===== config.mk =====
export PLATFORM = sky130hd
export DESIGN_NAME = eps_stats
export DESIGN_NICKNAME = d
export VERILOG_FILES = /design/src/hw/eps_pkg.sv /design/src/hw/eps_counter.sv /design/src/hw/eps_stats.sv
export SDC_FILE = /design/constraint.sdc
export NUM_CORES = 1
export LEC_CHECK = 0
export ABC_AREA = 1
export BUFFER_PORTS_ARGS = -buffer_cell sky130_fd_sc_hd__buf_2
export CAP_MARGIN = 20
export CORE_UTILIZATION = 40
export CTS_CLUSTER_DIAMETER = 200
export CTS_CLUSTER_SIZE = 24
export DETAILED_ROUTE_END_ITERATION = 7
export SYNTH_ARGS = -nofsm -noshare
export SYNTH_HDL_FRONTEND = slang
export SYNTH_SLANG_ARGS = --single-unit

===== constraint.sdc =====
create_clock -name ref_clk -period 5.75 [get_ports ref_clk]
set_input_delay 0.8625 -clock ref_clk [delete_from_list [all_inputs] [get_ports ref_clk]]
set_output_delay 0.8625 -clock ref_clk [all_outputs]
set_load 0.01 [all_outputs]

===== src/hw/eps_pkg.sv =====
// Constants for the network port statistics bank.
// Assumes a 100 MHz module clock and no software register bus.
package eps_pkg;
	localparam int CNT_W = 16;
	localparam int NUM_CNT = 18;
	localparam int DROP_W = 8;
	localparam int NUM_DROPS = 8;
	localparam logic [7:0] DROP_EMPTY = 8'hff;
	localparam logic [7:0] BUF_LIMIT_DEF = 8'h10;
	localparam logic [4:0] COLL_LIMIT = 5'h10;
	localparam int CLK_HZ = 100000000;
	localparam int ERR_HOLD_MS = 1000;
	localparam int ERR_HOLD_CYC = (CLK_HZ / 1000) * ERR_HOLD_MS;
	// Counter indices
	localparam int C_VALID_RX = 0;
	localparam int C_NOBUF_LOST = 1;
	localparam int C_RETRY_RX = 2;
	localparam int C_INT_GEN = 3;
	localparam int C_INT_FAIL = 4;
	localparam int C_SENT_ACK = 5;
	localparam int C_RETRY_LOST = 6;
	localparam int C_TX_RETRY = 7;
	localparam int C_UNROUTE = 8;
	localparam int C_ILLEGAL = 9;
	localparam int C_PRI_RD = 10;
	localparam int C_PRI_WR = 11;
	localparam int C_NP_RD = 12;
	localparam int C_NP_WR = 13;
	localparam int C_FRM_TX = 14;
	localparam int C_FRM_RX = 15;
	localparam int C_COLL = 16;
	localparam int C_COLL_LOST = 17;
	localparam int C_CRC_ERR = 18;
	localparam int C_FRAME_ERR = 19;
	localparam int C_SEQ_ERR = 20;
	localparam int NUM_EV = 21;
	// Error-class counters light the indicator
	localparam logic [20:0] ERR_MASK = 21'h1f03d2;
endpackage : eps_pkg


===== src/hw/eps_counter.sv =====
// One wrapping statistics counter with clear on a write of zero.
// Assumes synchronous active-high reset on ref_clk.
`timescale 1ns/1ns
`default_nettype none
module eps_counter #(
	parameter int W = 16
) (
	input wire logic ref_clk, // Module clock
	input wire logic srst, // Sync reset
	input wire logic inc, // Count one event
	input wire logic wr_en, // Write strobe
	input wire logic [W-1:0] wr_data, // Written value
	output logic [W-1:0] value // Current count
);
	logic [W-1:0] cnt_reg;
	logic [W-1:0] cnt_next;

	// Next count: write of zero clears, an event in the same cycle counts from zero to one
	always_comb begin
		cnt_next = cnt_reg;
		if (wr_en && wr_data == '0)
			cnt_next = '0;
		if (inc)
			cnt_next = (wr_en && wr_data == '0) ? W'(1) : W'(cnt_reg + W'(1));
	end

	// Register
	always_ff @(posedge ref_clk) begin
		if (srst)
			cnt_reg <= '0;
		else
			cnt_reg <= cnt_next;
	end

	assign value = cnt_reg;
endmodule : eps_counter
`default_nettype wire


===== src/hw/eps_stats.sv =====
// Statistics bank for the networked coax port: event counters,
// last route, buffer gauge, peer sequence table, error indicator.
// Assumes event inputs are one-cycle pulses synchronous to ref_clk.
`timescale 1ns/1ns
`default_nettype none
// Function
// Error increment lights indicator one second
// Count valid received command/reply packets
// Full buffers drop incoming, count lost
// Count remote retry requests
// Count internally generated messages
// Internal message without buffer discarded, counted
// Count sent packets acknowledged
// NAK or no ACK counts retry
// Retries exhausted abandon and count
// Unrouteable packet discarded, counted
// Count illegal operation requests
// Count local priority reads
// Count local priority writes
// Count non-priority writes, reads separately
// Count every transmitted frame
// Count every received frame
// Hold last route, empty unused drops
// Count collisions
// Over 16 collisions abandon, count
// Count checksum failures
// Count framing faults
// Wrong sequence counts and sends reject
// Live gauge of buffers in use
// 16-bit wrapping counters, zero write clears
module eps_stats #(
	parameter int NUM_PEERS = 16,
	parameter int ERR_HOLD = eps_pkg::ERR_HOLD_CYC,
	parameter logic [7:0] BUF_LIMIT = eps_pkg::BUF_LIMIT_DEF
) (
	input wire logic ref_clk, // Module clock
	input wire logic srst, // Sync reset, active high
	input wire logic rx_frame, // Frame taken from network
	input wire logic rx_crc_bad, // Frame checksum failed
	input wire logic rx_framing_bad, // Frame framing fault
	input wire logic rx_packet, // Command/reply packet received
	input wire logic [$clog2(NUM_PEERS)-1:0] rx_peer, // Sending peer index
	input wire logic [7:0] rx_seq, // Packet sequence number
	input wire logic rx_routed, // Route resolves
	input wire logic rx_illegal_op, // Unsupported operation
	input wire logic rx_retry_req, // Remote asks retransmission
	input wire logic [1:0] rx_local_op, // 0 none 1 pri rd 2 pri wr 3 np
	input wire logic rx_np_write, // Non-priority op is a write
	input wire logic [3:0] rx_route_len, // Drops in route
	input wire logic [63:0] rx_route, // Drops, drop 0 in low byte
	input wire logic int_gen, // Internal message request
	input wire logic buf_release, // A buffer is freed
	input wire logic tx_frame, // Frame put on network
	input wire logic tx_ack, // Positive acknowledgement
	input wire logic tx_nak, // NAK or ACK timeout
	input wire logic [3:0] retry_limit, // Retries allowed
	input wire logic tx_collision, // Collision on send
	input wire logic clr_en, // Counter write strobe
	input wire logic [4:0] clr_sel, // Counter selected
	input wire logic [15:0] clr_data, // Value written
	output logic network_error_indicator, // Error light
	output logic sequence_reject_nak, // Send reject NAK to peer
	output logic [$clog2(NUM_PEERS)-1:0] nak_peer, // Peer for NAK
	output logic pkt_accept, // Packet given a buffer
	output logic tx_abandon, // Current packet dropped
	output logic tx_resend, // Resend current packet
	output logic [7:0] buf_in_use, // Buffer gauge
	output logic [63:0] last_route, // Last route drops
	output logic [21*16-1:0] counters // All counters packed
);
	localparam int PW = $clog2(NUM_PEERS);
	localparam int HW = $clog2(ERR_HOLD + 1);

	logic [eps_pkg::NUM_EV-1:0] ev;
	logic [7:0] seq_reg [NUM_PEERS];
	logic [7:0] seq_next [NUM_PEERS];
	logic [7:0] buf_reg, buf_next;
	logic [63:0] route_reg, route_next;
	logic [3:0] retry_reg, retry_next;
	logic [4:0] coll_reg, coll_next;
	logic [HW-1:0] hold_reg, hold_next;
	logic err_reg, err_next;
	logic nak_reg, nak_next;
	logic [PW-1:0] nakp_reg, nakp_next;
	logic acc_reg, acc_next;
	logic ab_reg, ab_next;
	logic rs_reg, rs_next;
	logic buf_full, rx_good, seq_ok, alloc_rx, alloc_int, rel, retry_out, coll_out;

	// Receive acceptance decode
	always_comb begin
		buf_full = buf_reg >= BUF_LIMIT;
		rx_good = rx_packet && !rx_crc_bad && !rx_framing_bad;
		seq_ok = rx_seq == seq_reg[rx_peer];
		alloc_rx = rx_good && seq_ok && rx_routed && !rx_illegal_op && !buf_full;
		alloc_int = int_gen && !buf_full && !alloc_rx;
		rel = buf_release && buf_reg != 8'h00;
		retry_out = tx_nak && retry_reg >= retry_limit;
		coll_out = tx_collision && coll_reg >= eps_pkg::COLL_LIMIT;
	end

	// Event pulses per counter
	always_comb begin
		ev = '0;
		ev[eps_pkg::C_VALID_RX] = rx_good && seq_ok;
		ev[eps_pkg::C_NOBUF_LOST] = rx_good && seq_ok && rx_routed && !rx_illegal_op
			&& buf_full;
		ev[eps_pkg::C_RETRY_RX] = rx_retry_req;
		ev[eps_pkg::C_INT_GEN] = int_gen;
		ev[eps_pkg::C_INT_FAIL] = int_gen && !alloc_int;
		ev[eps_pkg::C_SENT_ACK] = tx_ack;
		ev[eps_pkg::C_RETRY_LOST] = retry_out;
		ev[eps_pkg::C_TX_RETRY] = tx_nak && !retry_out;
		ev[eps_pkg::C_UNROUTE] = rx_good && seq_ok && !rx_routed;
		ev[eps_pkg::C_ILLEGAL] = rx_good && seq_ok && rx_routed && rx_illegal_op;
		ev[eps_pkg::C_PRI_RD] = rx_good && seq_ok && rx_local_op == 2'h1;
		ev[eps_pkg::C_PRI_WR] = rx_good && seq_ok && rx_local_op == 2'h2;
		ev[eps_pkg::C_NP_RD] = rx_good && seq_ok && rx_local_op == 2'h3 && !rx_np_write;
		ev[eps_pkg::C_NP_WR] = rx_good && seq_ok && rx_local_op == 2'h3 && rx_np_write;
		ev[eps_pkg::C_FRM_TX] = tx_frame;
		ev[eps_pkg::C_FRM_RX] = rx_frame;
		ev[eps_pkg::C_COLL] = tx_collision;
		ev[eps_pkg::C_COLL_LOST] = coll_out;
		ev[eps_pkg::C_CRC_ERR] = rx_packet && rx_crc_bad;
		ev[eps_pkg::C_FRAME_ERR] = rx_packet && rx_framing_bad && !rx_crc_bad;
		ev[eps_pkg::C_SEQ_ERR] = rx_good && !seq_ok;
	end

	// One counter per event
	genvar gi;
	generate
		for (gi = 0; gi < eps_pkg::NUM_EV; gi++) begin : g_cnt
			eps_counter #(.W(eps_pkg::CNT_W)) u_cnt (
				.ref_clk(ref_clk),
				.srst(srst),
				.inc(ev[gi]),
				.wr_en(clr_en && clr_sel == 5'(gi)),
				.wr_data(clr_data),
				.value(counters[gi*16 +: 16])
			);
		end
	endgenerate

	// Buffer gauge: one up per allocation, one down per release
	// An allocation and a release in one cycle cancel out
	always_comb begin
		buf_next = buf_reg;
		if ((alloc_rx || alloc_int) && !rel)
			buf_next = 8'(buf_reg + 8'h01);
		else if (rel && !(alloc_rx || alloc_int))
			buf_next = 8'(buf_reg - 8'h01);
	end

	// Gauge register
	always_ff @(posedge ref_clk) begin
		if (srst)
			buf_reg <= 8'h00;
		else
			buf_reg <= buf_next;
	end

	// Last route: drops past the length read as empty
	always_comb begin
		route_next = route_reg;
		if (rx_good && seq_ok) begin
			for (int i = 0; i < eps_pkg::NUM_DROPS; i++)
				route_next[i*8 +: 8] = (4'(i) < rx_route_len) ? rx_route[i*8 +: 8]
					: eps_pkg::DROP_EMPTY;
		end
	end

	// Route register; all drops read zero until the first message
	always_ff @(posedge ref_clk) begin
		if (srst)
			route_reg <= '0;
		else
			route_reg <= route_next;
	end

	// Peer sequence table: advance only on an in-order packet
	always_comb begin
		for (int p = 0; p < NUM_PEERS; p++)
			seq_next[p] = seq_reg[p];
		if (rx_good && seq_ok)
			seq_next[rx_peer] = 8'(seq_reg[rx_peer] + 8'h01);
	end

	// Sequence registers; every peer expects zero after reset
	always_ff @(posedge ref_clk) begin
		if (srst) begin
			for (int p = 0; p < NUM_PEERS; p++)
				seq_reg[p] <= 8'h00;
		end else begin
			for (int p = 0; p < NUM_PEERS; p++)
				seq_reg[p] <= seq_next[p];
		end
	end

	// Retry tally: cleared by an ACK or by giving up
	always_comb begin
		retry_next = retry_reg;
		if (tx_ack || retry_out)
			retry_next = 4'h0;
		else if (tx_nak)
			retry_next = 4'(retry_reg + 4'h1);
	end

	// Retry tally register
	always_ff @(posedge ref_clk) begin
		if (srst)
			retry_reg <= 4'h0;
		else
			retry_reg <= retry_next;
	end

	// Collision tally: cleared by an ACK or by giving up
	always_comb begin
		coll_next = coll_reg;
		if (tx_ack || coll_out)
			coll_next = 5'h00;
		else if (tx_collision)
			coll_next = 5'(coll_reg + 5'h01);
	end

	// Collision tally register
	always_ff @(posedge ref_clk) begin
		if (srst)
			coll_reg <= 5'h00;
		else
			coll_reg <= coll_next;
	end

	// Indicator hold: any error event restarts the count
	// The light drops once the count has run down to zero
	always_comb begin
		hold_next = hold_reg;
		err_next = err_reg;
		if (|(ev & eps_pkg::ERR_MASK)) begin
			hold_next = HW'(ERR_HOLD - 1);
			err_next = 1'b1;
		end else if (hold_reg != '0) begin
			hold_next = HW'(hold_reg - HW'(1));
		end else begin
			err_next = 1'b0;
		end
	end

	// Indicator registers
	always_ff @(posedge ref_clk) begin
		if (srst) begin
			hold_reg <= '0;
			err_reg <= 1'b0;
		end else begin
			hold_reg <= hold_next;
			err_reg <= err_next;
		end
	end

	// Reject NAK pulse; the peer is kept until the next reject
	always_comb begin
		nak_next = rx_good && !seq_ok;
		nakp_next = nak_next ? rx_peer : nakp_reg;
	end

	// Reject NAK registers
	always_ff @(posedge ref_clk) begin
		if (srst) begin
			nak_reg <= 1'b0;
			nakp_reg <= '0;
		end else begin
			nak_reg <= nak_next;
			nakp_reg <= nakp_next;
		end
	end

	// Accept, abandon and resend pulses
	always_comb begin
		acc_next = alloc_rx;
		ab_next = retry_out || coll_out;
		rs_next = tx_nak && !retry_out;
	end

	// Pulse registers
	always_ff @(posedge ref_clk) begin
		if (srst) begin
			acc_reg <= 1'b0;
			ab_reg <= 1'b0;
			rs_reg <= 1'b0;
		end else begin
			acc_reg <= acc_next;
			ab_reg <= ab_next;
			rs_reg <= rs_next;
		end
	end

	assign network_error_indicator = err_reg;
	assign sequence_reject_nak = nak_reg;
	assign nak_peer = nakp_reg;
	assign pkt_accept = acc_reg;
	assign tx_abandon = ab_reg;
	assign tx_resend = rs_reg;
	assign buf_in_use = buf_reg;
	assign last_route = route_reg;
endmodule : eps_stats
`default_nettype wire


==> impl_metrics.prom <==
# TYPE chip_impl_metric gauge
chip_impl_info{name="run_status",value="finished clean"} 1
chip_impl_metric{name="yosys_warnings",unit=""} 0
chip_impl_metric{name="fmax",unit="MHz"} 218
chip_impl_metric{name="critical_path_peak_fanout",unit=""} 43
chip_impl_metric{name="clock_insertion_delay_worst_skew",unit="ns"} 0.62
chip_impl_metric{name="detail-route-antenna-nets",unit=""} 0
chip_impl_metric{name="setup-tns-final",unit="ns"} 0
chip_impl_metric{name="die_area",unit="sq um"} 68400
chip_impl_metric{name="synthDistinctLibCells",unit=""} 51
chip_impl_metric{name="cts.sink_count",unit=""} 581
chip_impl_metric{name="floorplan.initialDensity",unit="%"} 40.7
chip_impl_metric{name="dieWidth",unit="microns"} 262
chip_impl_metric{name="detail_route.vias_per_cell",unit=""} 5.10
chip_impl_metric{name="grt_antenna_before_repair",unit=""} 3
chip_impl_info{name="timing.critical_path.from_type",value="input pin"} 1
chip_impl_metric{name="design.portCount",unit=""} 541
chip_impl_metric{name="timing.slew.headroom",unit="%"} 30.9
chip_impl_metric{name="finalNetCount",unit=""} 4451
chip_impl_metric{name="detailed_place_hpwl",unit="mm"} 66.6
chip_impl_metric{name="area_share_of_the_largest_cell_type_after_synthesis",unit="%"} 43.2
chip_impl_info{name="rsz0062_at_grt",value="false"} 1
chip_impl_metric{name="power.clock.fraction",unit="%"} 31.8
chip_impl_metric{name="required_time_at_the_worst_slack_endpoint",unit="ns"} 6.27
chip_impl_metric{name="postSynthRegisterBits",unit=""} 581
chip_impl_metric{name="synth_async_sr_flop_share",unit="%"} 0
chip_impl_info{name="critPathSlowestCell",value="sky130_fd_sc_hd__ha_1"} 1
chip_impl_metric{name="timing_worst_slew_pin_value",unit="ns"} 1.03
chip_impl_metric{name="cp_data_arrival_time",unit="ns"} 5.11
chip_impl_info{name="critical_path_class",value="in2reg"} 1
chip_impl_metric{name="grt_pass1_wl",unit="mm"} 134
chip_impl_metric{name="fin_skew",unit="ns"} 0.0320
chip_impl_metric{name="syn_inst",unit=""} 3809
chip_impl_metric{name="largest_register_ff_count",unit=""} 336
chip_impl_info{name="synth_area_leaders",value="sky130_fd_sc_hd__dfxtp_1 43%, sky130_fd_sc_hd__nand2_1 10%, sky130_fd_sc_hd__a21oi_1 7.5%"} 1
chip_impl_info{name="synth_flop_cell",value="sky130_fd_sc_hd__dfxtp_1"} 1
chip_impl_metric{name="route.vias.total",unit=""} 26300
chip_impl_metric{name="syn-cell-area",unit="sq um"} 26900
chip_impl_metric{name="postCtsSetupBuffers",unit=""} 0
chip_impl_metric{name="min_period_over_period",unit="%"} 79.8
chip_impl_metric{name="drv_cap",unit=""} 0
chip_impl_metric{name="hold_violations",unit=""} 0
chip_impl_metric{name="drc",unit=""} 0
chip_impl_metric{name="grtUsageTotal",unit="%"} 24.4
chip_impl_metric{name="intPower",unit="uW"} 5220
chip_impl_metric{name="cts-buffers-inserted",unit=""} 28
chip_impl_metric{name="totalWireLength",unit="mm"} 87.1
chip_impl_info{name="yosysTopAreaCell",value="sky130_fd_sc_hd__dfxtp_1"} 1
chip_impl_info{name="cts.root.buffer_cell",value="sky130_fd_sc_hd__clkbuf_16"} 1
chip_impl_metric{name="postCtsHoldBufs",unit=""} 0
chip_impl_metric{name="drtIter0Drc",unit=""} 1978
chip_impl_metric{name="finalWorstPathRequiredPeriod",unit="ns"} 4.59
chip_impl_metric{name="psw",unit="uW"} 1890
chip_impl_metric{name="netSwitchingFraction",unit="%"} 26.6
chip_impl_metric{name="layout_cell_share_with_drive_strength_beyond_1",unit="%"} 15.2
chip_impl_metric{name="grt_max_degree",unit=""} 72
chip_impl_metric{name="p_leak",unit="uW"} 0.0136
chip_impl_metric{name="gp_congestion",unit=""} 0.937
chip_impl_metric{name="power",unit="uW"} 7100
chip_impl_info{name="mostFrequentLayoutCell",value="sky130_fd_sc_hd__nand2_1"} 1
chip_impl_info{name="cts_tree",value="built"} 1
chip_impl_info{name="layout.cells.most_common_list",value="753 x sky130_fd_sc_hd__nand2_1, 581 x sky130_fd_sc_hd__dfxtp_1, 540 x sky130_fd_sc_hd__buf_2"} 1
chip_impl_metric{name="first_global_vias",unit=""} 23800
chip_impl_metric{name="clkTransAtPathRegs",unit="ns"} 0.11
chip_impl_metric{name="crit_path_max_incr_delay",unit="ns"} 0.37
chip_impl_metric{name="globalRoute.totalOverflow",unit=""} 0
chip_impl_metric{name="cts_max_path_buffers",unit=""} 3
chip_impl_metric{name="synth_edf_count",unit=""} 0
chip_impl_metric{name="fraction_of_the_yosys_area_taken_by_sequential_cells",unit="%"} 43.2
chip_impl_metric{name="detail_route.first_pass.iterations",unit=""} 7
chip_impl_metric{name="core-area",unit="sq um"} 66200
chip_impl_metric{name="die_h",unit="microns"} 262
chip_impl_metric{name="number_of_buffer_cells_added_on_primary_ports",unit=""} 540
chip_impl_metric{name="power.sequential.fraction",unit="%"} 58.3
chip_impl_metric{name="power.density",unit="nW/um^2"} 228
chip_impl_metric{name="fp-row-count",unit=""} 94
chip_impl_info{name="hold_path.class",value="reg2reg"} 1
chip_impl_metric{name="vdd_ir_drop_max",unit="mV"} 0.226
chip_impl_metric{name="syn_nets",unit=""} 3970
chip_impl_info{name="timing.critical_path.mode_cell",value="sky130_fd_sc_hd__nand2_1"} 1
chip_impl_metric{name="relative_area_change_from_synthesis_to_final_layout",unit="%"} 15.6
chip_impl_metric{name="detail_route.wl_per_cell",unit="microns"} 16.9
chip_impl_metric{name="syn_avg_cell_area",unit="sq um"} 7.07
chip_impl_metric{name="power.share.combinational",unit="%"} 9.9
chip_impl_metric{name="timing.final.max_slew_violations",unit=""} 0
chip_impl_metric{name="setup_viol",unit=""} 0
chip_impl_metric{name="cts_htree_levels",unit=""} 1
chip_impl_info{name="cp-end-kind",value="flop"} 1
chip_impl_metric{name="post_cts_resized",unit=""} 0
per-layer routing:
layer | wire length, microns | share of wire, % | global-route usage [%] | vias up
met5 | 13 | 0.015 | 0 | -
met1 | 38600 | 44 | 31.9 | 12000
met2 | 40300 | 46 | 41.0 | 748
met3 | 5740 | 6.6 | 4.37 | 115
li1 | - | - | - | 13500
met4 | 2440 | 2.8 | 7.07 | 2
Yosys cell counts (2+ instances only):
cell type                  count
sky130_fd_sc_hd__nand2_1     753
sky130_fd_sc_hd__xor2_1       72
sky130_fd_sc_hd__a211oi_1     13
sky130_fd_sc_hd__clkbuf_1     65
sky130_fd_sc_hd__nand2_2       2
sky130_fd_sc_hd__buf_1         3
sky130_fd_sc_hd__buf_6         4
sky130_fd_sc_hd__nor2_4       11
sky130_fd_sc_hd__nor4_1       40
sky130_fd_sc_hd__nand3_1     115
sky130_fd_sc_hd__and3_1        8
sky130_fd_sc_hd__nand4_1      55
sky130_fd_sc_hd__o21ai_1       7
sky130_fd_sc_hd__nor3_2        3
sky130_fd_sc_hd__a21o_1        2
sky130_fd_sc_hd__nand3b_1     23
sky130_fd_sc_hd__nand2_4       4
sky130_fd_sc_hd__buf_4         9
sky130_fd_sc_hd__inv_1       421
sky130_fd_sc_hd__or2_2         5
sky130_fd_sc_hd__buf_2        30
sky130_fd_sc_hd__o21ai_0     369
sky130_fd_sc_hd__a31oi_1       7
sky130_fd_sc_hd__nor3b_1      15
sky130_fd_sc_hd__ha_1         36
sky130_fd_sc_hd__clkinv_1      5
sky130_fd_sc_hd__nor2_2        7
sky130_fd_sc_hd__nand4_4       2
sky130_fd_sc_hd__and2_1        2
sky130_fd_sc_hd__nor3_1      220
sky130_fd_sc_hd__o21bai_1      3
sky130_fd_sc_hd__o31ai_1       2
sky130_fd_sc_hd__dfxtp_1     581
sky130_fd_sc_hd__xnor2_1      28
sky130_fd_sc_hd__o21a_1       20
sky130_fd_sc_hd__inv_2        14
sky130_fd_sc_hd__nor2_1      435
sky130_fd_sc_hd__a21oi_1     405
power by group through the flow:
stage                     registers, uW  logic (uW)  clock network, uW
after global routing               4150         787               2480
after floorplan                    4230         442                  0
final                              4140         702               2260
after global placement             4230         692                  0
after CTS                          4140         700               2340
after detailed placement           4230         697                  0
logic make-up (layout without fill, tap and decap cells):
group | count (synthesis) | after routing | share of synthesized area, %
AOI/OAI and AO/OA | 832 | 832 | 15.9
buffers and inverters | 552 | 1033 | 8.08
adders and majority gates | 37 | 37 | 1.75
and+or+nand+nor | 1707 | 1707 | 27.9
xor gates and xnor gates | 100 | 100 | 3.25
other | 0 | 6 | 0
DFF | 581 | 581 | 43.2
worst paths after layout:
check        cells after the start                                    from                                endpoint  slack, ns
max                             32                              rx_peer[0]              buf_in_use[7]$_SDFFE_PP0P_       1.16
min                              1  g_cnt[14].u_cnt.value[15]$_SDFFE_PP0P_  g_cnt[14].u_cnt.value[15]$_SDFFE_PP0P_       0.46
max reg2reg                     31             seq_reg[12][7]$_SDFFE_PP0P_              buf_in_use[7]$_SDFFE_PP0P_       1.52
min reg2reg                      1  g_cnt[14].u_cnt.value[15]$_SDFFE_PP0P_  g_cnt[14].u_cnt.value[15]$_SDFFE_PP0P_       0.46
per-stage QoR:
step	hold WS, ns	utilization, %	worst slack [ns]	area, sq um	instances
floorplan	0.424	-	1.30	26900	3809
global placement	0.433	45.9	0.722	30400	5123
detailed placement	0.438	45.9	0.594	30400	5123
CTS	0.432	47.0	1.25	31100	5153
global route	0.434	47.0	0.655	31100	5156
finish	0.456	47.1	1.16	31200	5160
layout make-up:
class / instances / area (sq um)
fill: 6847 / 35100
clock inverter: 1 / 20.0
tap: 864 / 1080
inverter: 441 / 1660
timing repair buffer: 562 / 2880
antenna: 6 / 15.0
multi-input combinational: 2676 / 13100
clock buffer: 29 / 726
sequential: 581 / 11600
critical path, delay by kind of cell:
| family | cells | cell delay (ns) |
|---|---|---|
| compound gates | 7 | 0.98 |
| buf+inv | 5 | 0.64 |
| simple gates | 18 | 2.04 |
| fa+ha+maj | 2 | 0.57 |
No activity file was read; power rests on OpenSTA's default activity.
